File: src/srr_pkg.sv
// package of constants and carrier types for the result and restart registers
package srr_pkg;

  // ---------------------------------------------------------------
  // register offsets
  // ---------------------------------------------------------------
  localparam logic [7:0] ADDR_Z_LOW = 8'h13;
  localparam logic [7:0] ADDR_TEMP_HIGH = 8'h14;
  localparam logic [7:0] ADDR_TEMP_LOW = 8'h15;
  localparam logic [7:0] ADDR_AUX_HIGH = 8'h16;
  localparam logic [7:0] ADDR_AUX_LOW = 8'h17;
  localparam logic [7:0] ADDR_POP = 8'h18;
  localparam logic [7:0] ADDR_AFTER_POP = 8'h19;
  localparam logic [7:0] ADDR_RESTART = 8'h1F;

  // ---------------------------------------------------------------
  // values and field layout
  // ---------------------------------------------------------------
  localparam logic [7:0] RESTART_KEY = 8'h52;
  localparam logic [7:0] READ_ZERO = 8'h00;
  localparam logic [7:0] PTR_RESET = 8'h00;
  localparam logic [7:0] BYTE_RESET = 8'h00;
  localparam int RES_W = 14;
  localparam int ENTRY_W = 16;
  localparam int INT_PINS = 2;

  // ---------------------------------------------------------------
  // timing
  // ---------------------------------------------------------------
  localparam int CLK_PERIOD_NS = 20;
  localparam int SRST_WAIT_NS = 500000;
  localparam int SRST_WAIT_CYC = SRST_WAIT_NS / CLK_PERIOD_NS;
  localparam int BUSY_W = 16;

  // ---------------------------------------------------------------
  // carriers
  // ---------------------------------------------------------------
  typedef struct packed {
    logic start;
    logic rd;
    logic wr;
    logic [7:0] addr;
    logic [7:0] wdata;
  } srr_req_t;

  typedef struct packed {
    logic [RES_W-1:0] z;
    logic [RES_W-1:0] temp;
    logic [RES_W-1:0] aux;
  } srr_results_t;

  typedef enum logic {
    PH_FIRST = 1'b0,
    PH_SECOND = 1'b1
  } srr_phase_t;

  // ---------------------------------------------------------------
  // field helpers
  // ---------------------------------------------------------------
  function automatic logic [7:0] high_byte(input logic [RES_W-1:0] v);
    high_byte = v[13:6];
  endfunction : high_byte

  function automatic logic [7:0] low_bits(input logic [RES_W-1:0] v);
    low_bits = {v[5:0], 2'b00};
  endfunction : low_bits

  function automatic logic [7:0] next_ptr(input logic [7:0] p);
    if (p == ADDR_POP) begin
      next_ptr = ADDR_POP;
    end else if (p == ADDR_AUX_LOW) begin
      next_ptr = ADDR_AFTER_POP;
    end else begin
      next_ptr = 8'(p + 8'h01);
    end
  endfunction : next_ptr

endpackage : srr_pkg

File: src/srr_regs.sv
// result, queue pop and keyed restart register bank
`timescale 1ns/1ns
// ---------------------------------------------------------------
// Summary of operation
// - z low register returns the six low bits of the 14-bit value in [7:2].
// - temperature is split into a high byte and six low bits in [7:2].
// - aux converter result is split into a high byte and six low bits in [7:2].
// - a direct read of the pop port removes one queue entry.
// - one entry is delivered over two byte reads; further reads pop again.
// - a burst started at the pop port keeps the pointer on the pop port.
// - incrementing into the pop port from below skips it without a pop.
// - writing 0x52 to the restart register restarts the device at once.
// - on restart the pointer, pop phase, latched low byte, read answer and pin drives return to default.
// - after restart interrupt pins float, held by keepers, unless driven.
// - the restart register is write-only and always reads 0x00.
// ---------------------------------------------------------------
module srr_regs
  import srr_pkg::*;
#(
  parameter int SRST_WAIT = SRST_WAIT_CYC
)
(
  input wire logic sys_clk_in,
  input wire logic reset_n_in,
  input wire srr_req_t req_in,
  input wire srr_results_t results_in,
  input wire logic [ENTRY_W-1:0] fifo_data_in,
  output logic fifo_pop_out,
  output logic [7:0] rdata_out,
  output logic rvalid_out,
  output logic [7:0] addr_ptr_out,
  output logic busy_out,
  output logic soft_reset_out,
  input wire logic [INT_PINS-1:0] int_drive_in,
  input wire logic [INT_PINS-1:0] int_level_in,
  output logic [INT_PINS-1:0] int_pin_out,
  output logic [INT_PINS-1:0] int_pin_oe_out,
  output logic [INT_PINS-1:0] keeper_en_out
);

  // ---------------------------------------------------------------
  // reset
  // ---------------------------------------------------------------
  logic rst_n;

  srr_reset_sync u_rst (
    .sys_clk_in(sys_clk_in),
    .reset_n_in(reset_n_in),
    .rst_n_out(rst_n)
  );

  // ---------------------------------------------------------------
  // access decode
  // ---------------------------------------------------------------
  logic [7:0] ptr_r;
  srr_phase_t phase_r;
  logic [7:0] pop_low_r;
  logic [BUSY_W-1:0] busy_cnt_r;
  logic [7:0] rd_nxt;
  logic rd_go;
  logic wr_go;
  logic pop_go;
  logic restart_fire;

  // a start moves the pointer and resets the pop phase; accesses wait for the next cycle
  assign rd_go = req_in.rd && !req_in.start && !busy_out;
  assign wr_go = req_in.wr && !req_in.rd && !req_in.start && !busy_out;
  // only the first byte of a pair pops
  assign pop_go = rd_go && (ptr_r == ADDR_POP) && (phase_r == PH_FIRST);
  assign restart_fire = wr_go && (ptr_r == ADDR_RESTART)
                        && (req_in.wdata == RESTART_KEY);
  assign fifo_pop_out = pop_go;
  assign busy_out = (busy_cnt_r != '0);
  assign addr_ptr_out = ptr_r;

  // ---------------------------------------------------------------
  // read data select
  // ---------------------------------------------------------------
  always_comb begin
    case (ptr_r)
      ADDR_Z_LOW: begin
        rd_nxt = low_bits(results_in.z);
      end
      ADDR_TEMP_HIGH: begin
        rd_nxt = high_byte(results_in.temp);
      end
      ADDR_TEMP_LOW: begin
        rd_nxt = low_bits(results_in.temp);
      end
      ADDR_AUX_HIGH: begin
        rd_nxt = high_byte(results_in.aux);
      end
      ADDR_AUX_LOW: begin
        rd_nxt = low_bits(results_in.aux);
      end
      ADDR_POP: begin
        // high byte first, low byte from the latch of the same entry
        if (phase_r == PH_FIRST) begin
          rd_nxt = fifo_data_in[15:8];
        end else begin
          rd_nxt = pop_low_r;
        end
      end
      ADDR_RESTART: begin
        rd_nxt = READ_ZERO;
      end
      default: begin
        rd_nxt = READ_ZERO;
      end
    endcase
  end

  // ---------------------------------------------------------------
  // address pointer
  // ---------------------------------------------------------------
  always_ff @(posedge sys_clk_in or negedge rst_n) begin
    if (!rst_n) begin
      ptr_r <= PTR_RESET;
    end else if (restart_fire) begin
      ptr_r <= PTR_RESET;
    end else if (req_in.start && !busy_out) begin
      ptr_r <= req_in.addr;
    end else if (rd_go || wr_go) begin
      ptr_r <= next_ptr(ptr_r);
    end
  end

  // ---------------------------------------------------------------
  // pop pairing
  // ---------------------------------------------------------------
  always_ff @(posedge sys_clk_in or negedge rst_n) begin
    if (!rst_n) begin
      phase_r <= PH_FIRST;
    end else if (restart_fire || (req_in.start && !busy_out)) begin
      phase_r <= PH_FIRST;
    end else if (rd_go && (ptr_r == ADDR_POP)) begin
      // toggling keeps later reads popping later entries
      phase_r <= (phase_r == PH_FIRST) ? PH_SECOND : PH_FIRST;
    end
  end

  always_ff @(posedge sys_clk_in or negedge rst_n) begin
    if (!rst_n) begin
      pop_low_r <= BYTE_RESET;
    end else if (restart_fire) begin
      pop_low_r <= BYTE_RESET;
    end else if (pop_go) begin
      pop_low_r <= fifo_data_in[7:0];
    end
  end

  // ---------------------------------------------------------------
  // read answer
  // ---------------------------------------------------------------
  // writes to read-only offsets fall through: nothing here stores them
  always_ff @(posedge sys_clk_in or negedge rst_n) begin
    if (!rst_n) begin
      rdata_out <= BYTE_RESET;
      rvalid_out <= 1'b0;
    end else if (restart_fire) begin
      rdata_out <= BYTE_RESET;
      rvalid_out <= 1'b0;
    end else begin
      rvalid_out <= rd_go;
      if (rd_go) begin
        rdata_out <= rd_nxt;
      end
    end
  end

  // ---------------------------------------------------------------
  // keyed restart
  // ---------------------------------------------------------------
  // the busy window covers the restart latency so a hasty host is ignored
  always_ff @(posedge sys_clk_in or negedge rst_n) begin
    if (!rst_n) begin
      soft_reset_out <= 1'b0;
      busy_cnt_r <= '0;
    end else begin
      soft_reset_out <= restart_fire;
      if (restart_fire) begin
        busy_cnt_r <= BUSY_W'(SRST_WAIT);
      end else if (busy_cnt_r != '0) begin
        busy_cnt_r <= BUSY_W'(busy_cnt_r - 1'b1);
      end
    end
  end

  // ---------------------------------------------------------------
  // interrupt pin control
  // ---------------------------------------------------------------
  always_ff @(posedge sys_clk_in or negedge rst_n) begin
    if (!rst_n) begin
      int_pin_oe_out <= '0;
      int_pin_out <= '0;
    end else if (restart_fire || busy_out) begin
      int_pin_oe_out <= '0;
      int_pin_out <= '0;
    end else begin
      int_pin_oe_out <= int_drive_in;
      int_pin_out <= int_level_in & int_drive_in;
    end
  end

  // keepers hold the level whenever nobody drives the pin
  assign keeper_en_out = ~int_pin_oe_out;
endmodule : srr_regs

File: src/srr_reset_sync.sv
// reset release synchroniser
`timescale 1ns/1ns
module srr_reset_sync
  import srr_pkg::*;
(
  input wire logic sys_clk_in,
  input wire logic reset_n_in,
  output logic rst_n_out
);

  logic meta_r;
  logic hold_r;

  // assert at once, release after two edges
  always_ff @(posedge sys_clk_in or negedge reset_n_in) begin
    if (!reset_n_in) begin
      meta_r <= 1'b0;
      hold_r <= 1'b0;
    end else begin
      meta_r <= 1'b1;
      hold_r <= meta_r;
    end
  end

  assign rst_n_out = hold_r;

endmodule : srr_reset_sync

File: config.mk
export PLATFORM = sky130hd
export DESIGN_NAME = srr_regs
export DESIGN_NICKNAME = d
export VERILOG_FILES = /design/src/srr_pkg.sv /design/src/srr_regs.sv /design/src/srr_reset_sync.sv
export SDC_FILE = /design/constraint.sdc
export NUM_CORES = 1
export LEC_CHECK = 0
export BUFFER_PORTS_ARGS = -buffer_cell sky130_fd_sc_hd__buf_2
export CAP_MARGIN = 20
export CORE_MARGIN = 5
export CORE_UTILIZATION = 49
export DETAILED_ROUTE_END_ITERATION = 12
export PLACE_DENSITY = 0.77
export SLEW_MARGIN = 5
export SYNTH_ARGS = -nofsm -noshare
export SYNTH_HDL_FRONTEND = slang
export SYNTH_SLANG_ARGS = --single-unit
export TNS_END_PERCENT = 10
File: constraint.sdc
create_clock -name sys_clk_in -period 2.8 [get_ports sys_clk_in]
set_clock_uncertainty 0.15 [all_clocks]
set_input_delay 0.42 -clock sys_clk_in [delete_from_list [all_inputs] [get_ports sys_clk_in]]
set_output_delay 0.42 -clock sys_clk_in [all_outputs]
set_load 0.05 [all_outputs]
## Word level (Yosys, flattened, before mapping)

Index checks and enable logic that the tools add are counted.

- Bitwise operators: 3
- Reductions and logical operators: 22
- Equality and inequality tests: 8
- $add $sub $neg: 2
- Multiplexer cells: 19

Operators by type and width:

| kind | count |
|---|---|
| $mux 8 | 10 |
| $eq 8x5->1 const B | 7 |
| $pmux 8 s6 | 1 |
| $mux 16 | 2 |
| $reduce_bool 16->1 | 1 |
| $sub 16x1->16 const B | 1 |
| $logic_and 1x1->1 | 10 |
| $add 8x1->8 const B | 1 |
| $eq 8x7->1 const B | 1 |
| $reduce_bool 2->1 | 4 |
| $mux 1 | 4 |
| $mux 2 | 2 |
| $logic_not 1->1 | 3 |
| $logic_or 1x1->1 | 3 |
| $reduce_bool 3->1 | 1 |
| $and 2x2->2 | 1 |
| $not 2->2 | 1 |
| $not 1->1 | 1 |

- Bits of input ports: 83
- Word-level logic and storage cells: 65
- Output and inout port bits: 26
- Register bits after elaboration: 49

## Longest topological paths before layout

- Depth after elaboration: 8
- Depth in mapped cells: 8
- Mapped depth without buffers: 7

## By module

A second synthesis with hierarchy kept.

- Cell total of the unflattened synthesis: 278
- Area, all modules: 2767.7 um^2

Modules (own cells, without submodules):

| module | area an instance (um^2) | seq. area each (um^2) | times used | cells each |
|---|---|---|---|---|
| srr_regs | 2713.9 | 1176.1 | 1 | 275 |
| srr_reset_sync | 53.8 | 50.0 | 1 | 3 |

## Worst setup path after synthesis

OpenSTA, ideal clock, no wires.

- Kind: reg-to-output
- Start point: register busy_cnt_r[10]
- End point: output port fifo_pop_out
- Required time: 2.230 ns
- Buffers on the path: 1
- Data arrival time: 2.838 ns
- Stages on the path, launching flop included: 6
- Path slack: -0.608 ns
- Cells stage by stage: dfrtp_1 -> or4_4 -> nor4b_4 -> nand3_1 -> clkbuf_1 -> nor3_1

- Longest elaborated chain between the ends: 5

Ends and longest elaborated chain:

| what | RTL line | source |
|---|---|---|
| start: declaration | srr_regs.sv:58 | `logic [BUSY_W-1:0] busy_cnt_r;` |
| start signal: assignment | srr_regs.sv:182 | `busy_cnt_r <= BUSY_W'(SRST_WAIT);` |
| start signal: assignment | srr_regs.sv:184 | `busy_cnt_r <= BUSY_W'(busy_cnt_r - 1'b1);` |
| $reduce_bool 16->1 | srr_regs.sv:73 | `assign busy_out = (busy_cnt_r != '0);` |
| $logic_not 1->1 | srr_regs.sv:66 | `assign rd_go = req_in.rd && !req_in.start && !busy_out;` |
| $logic_and 1x1->1 | srr_regs.sv:66 |  |
| $logic_and 1x1->1 (2 in a row) | srr_regs.sv:69 | `assign pop_go = rd_go && (ptr_r == ADDR_POP) && (phase_r == PH_FIRST);` |
| end: declaration | srr_regs.sv:28 | `output logic fifo_pop_out,` |

No other way between the ends.

## Final worst setup path

- Start point: register busy_cnt_r[10]
- End point: output port busy_out

- Longest elaborated chain between the ends: 1

Ends and longest elaborated chain:

| what | RTL line | source |
|---|---|---|
| $reduce_bool 16->1 | srr_regs.sv:73 |  |
| end: declaration | srr_regs.sv:32 | `output logic busy_out,` |

No other way between the ends.

==> flow_summary.toml <==
[status]
status = "complete, no violations"

[drt]
drt_iter0_drc = 215
num_vias = 2706
drc_errors = 0
firstDrtPassIters = 5
drt-vias-per-instance = 5.883
wirelength_um = 8301
ant_nets = 0
wire_per_inst_um = 18.05

[placement]
dp_cells = 446
dpl.hpwl_um = 6255
dpl_cell_area_um2 = 3435
finalWeightedCongestion = 0.9227
portBuffers = 100

[yosys]
synthArstFlopShare_pct = 100.0
syn_avg_cell_area_um2 = 10.18
syn_nets = 362
yosysSeqAreaShare_pct = 44.10
synthDistinctLibCells = 61
synth_top_area_cell = "dfrtp_1"
synthCells = 273
synth-seq-cells = 49
yosysMostFrequentCell = "dfrtp_1"
yosys_warnings = 0
synthTopCellsByArea = "dfrtp_1, mux2i_1, a22o_1"
syn_area_um2 = 2780
synth_top_cell_area_share_pct = 44.10
synth_edf_count = 0
synthFlopType = "dfrtp_1"
ys_top_cells_by_count = "dfrtp_1, nand2_1, inv_1"

[sta]
relSlewSlack_pct = 57.45
tightestPinTransition_ps = 634.1
finalMaxSlewViolations = 0
rsz0062_at_grt = "no"
fin_tns_setup_ps = 0
fmax_mhz = 365.4
setup_viol = 0
post-route-period-util_pct = 97.74
fin_crit_ps = 2737
hold_viol = 0

[power_and_ir_drop]
leakagePower_nw = 1.725
peakVddDrop_mv = 0.2602
power.density_nw_per_um2 = 361.7

[hold_path]
min_path_type = "reg -> async"

[setup_path]
endpoint = "busy_out"
critical_path.startpoint = "busy_cnt_r[10]$_DFFE_PN0P_"
critical_path.max_fanout = 6
critPathBufInv = 2
regToRegSetupSlack_ps = 230
worstPathRequired_ps = 2230
slowest_stage = "or4_4"
cp.depth = 5
reg2reg_to = "int_pin_out[0]$_DFF_PN0_"
r2r_cells = 6
criticalPathCategory = "reg -> out"
worst_setup_path_end_kind = "primary output"
slowest_delay_ps = 570
crit_family = "simple AND/OR/NAND/NOR gates"
crit_chain = "or4_4 -> or4b_4 -> nor2_4 -> inv_2 -> buf_6"
regToRegStartpoint = "busy_cnt_r[10]$_DFFE_PN0P_"
worstPathArrival_ps = 2170
startpoint_type = "flip-flop"

[layout]
finalInstanceArea_um2 = 3621
drive_gt1_share_pct = 38.40
syn_to_final_growth_pct = 30.24
fin_nets = 476
utilization_pct = 65.76
antenna_cells = 0
fillers = 459
stdcell_count = 460

[clocking]
numCtsBuffers = 5
cts.path.max_buffers = 2
clk_pin_slew_worst_paths_ps = 100
htreeDepth = 2
clock_sinks = 49
clk_latency_ps = 310
clock-root-buffer = "clkbuf_8"
cts_tree = "done"

[floorplan]
dieWidth_um = 85.33
row_count = 27
die_h_um = 85.33
start_util_pct = 50.49
ios = 109
core_area_um2 = 5507
die-area_um2 = 7280

[global_route]
grtUsageTotal_pct = 22.62
grt_overflow = 0
grt_pass1_wl_um = 13220
antenna_found_initial = 0
grt_pass1_vias = 2705
grt_max_degree = 48

[flow_run]
drv_cap = 0
==> area by class of cell <==
cell class / count / area [µm²] / share of cell area (%)
multi-input cells: 200 / 1484 / 40.98
flip-flops and latches: 49 / 1227 / 33.90
repair buffers: 117 / 651.9 / 18.00
well taps: 72 / 90.09 / 2.488
clock buffers: 5 / 68.82 / 1.900
inverters: 14 / 52.55 / 1.451
clock inverters: 3 / 46.29 / 1.279
==> flip-flops by register name, indices dropped and copies added, names as in the netlist <==
| name | count |
|---|---|
| busy_cnt_r | 16 |
| int_pin_oe_out | 2 |
| rvalid_out | 1 |
| pop_low_r | 8 |
| rdata_out | 8 |
| u_rst.rst_n_out | 1 |
| int_pin_out | 2 |
| u_rst.meta_r | 1 |
| soft_reset_out | 1 |
| addr_ptr_out | 8 |
| phase_r | 1 |
==> timing repair <==
action	CTS	global route
buffers inserted	3	1
pin swaps	1	1
endpoints found under the hold margin	2	0
resized for setup	3	2
endpoints found under the setup margin	2	2
hold buffers	1	0
gates cloned	0	0
==> worst min path at each step <==
stage / startpoint / slack [ps] / depth (start not counted) / end
4_1_cts: int_drive_in[0] / 180 / 2 / int_pin_oe_out[0]$_DFF_PN0_
5_1_grt: u_rst.rst_n_out$_DFF_PN0_ / 50 / 0 / rdata_out[4]$_DFFE_PN0P_
3_5_place_dp: reset_n_in / 60 / 1 / u_rst.meta_r$_DFF_PN0_
3_3_place_gp: reset_n_in / 60 / 1 / u_rst.meta_r$_DFF_PN0_
2_1_floorplan: reset_n_in / -30 / 0 / u_rst.meta_r$_DFF_PN0_
6_report: u_rst.rst_n_out$_DFF_PN0_ / 20 / 0 / busy_cnt_r[12]$_DFFE_PN0P_
==> report_power, final <==
group / internal (mW) / total [mW] / switching [mW]
logic: 0.0449 / 0.0805 / 0.0356
registers: 0.709 / 0.713 / 0.00402
clock network: 0.268 / 0.517 / 0.249
total: 1.02 / 1.31 / 0.289
==> logic make-up (layout without fill, tap and decap cells) <==
kind of cell             Yosys count  count (layout)  synth area share (%)
AO/OA/AOI/OAI                     83              83                 22.73
AND/OR/NAND/NOR                   89              89                 19.85
adder cells (fa/ha/maj)            6               6                 2.700
other                              1               1                0.1349
XOR/XNOR                           9               9                 2.835
buffers and inverters             24             139                 3.240
flip-flops                        49              49                 44.10
multiplexers                      12              12                 4.411
==> stage by stage <==
step	worst slack (ps)	hold WS (ps)	power (mW)
2_1_floorplan	46.26	-25.59	0.7403
3_3_place_gp	217.5	55.92	0.8013
3_5_place_dp	192.9	56.89	0.8024
4_1_cts	18.09	182.6	1.316
5_1_grt	2.846	50.54	1.353
6_report	63.22	19.39	1.310
==> routing by layer <==
layer,GRT usage (%),part of all wire [%],wire length (µm),up-vias
met5,0,0,0,-
met4,7.482,1.9,156,0
met3,4.757,8.8,729,12
met2,37.64,47,3897,128
met1,29.28,42,3517,1288
li1,-,-,-,1278
==> cell usage in the layout (no fill, tap or decap), types with 4 or more instances in the layout <==
master,n
clkbuf_8,5
buf_4,15
dfrtp_1,48
a222oi_1,6
mux2i_1,10
o221ai_1,6
and3_2,4
nor2_1,10
buf_2,98
a31oi_1,4
nand2_1,22
a32oi_1,5
xor2_1,6
ha_1,6
o21ai_0,13
o2bb2ai_1,7
nand4_1,6
a22o_1,11
inv_1,13
nand3_1,5
a21oi_1,8
and3_1,5
Note: power is estimated with default switching activity, not from simulation.
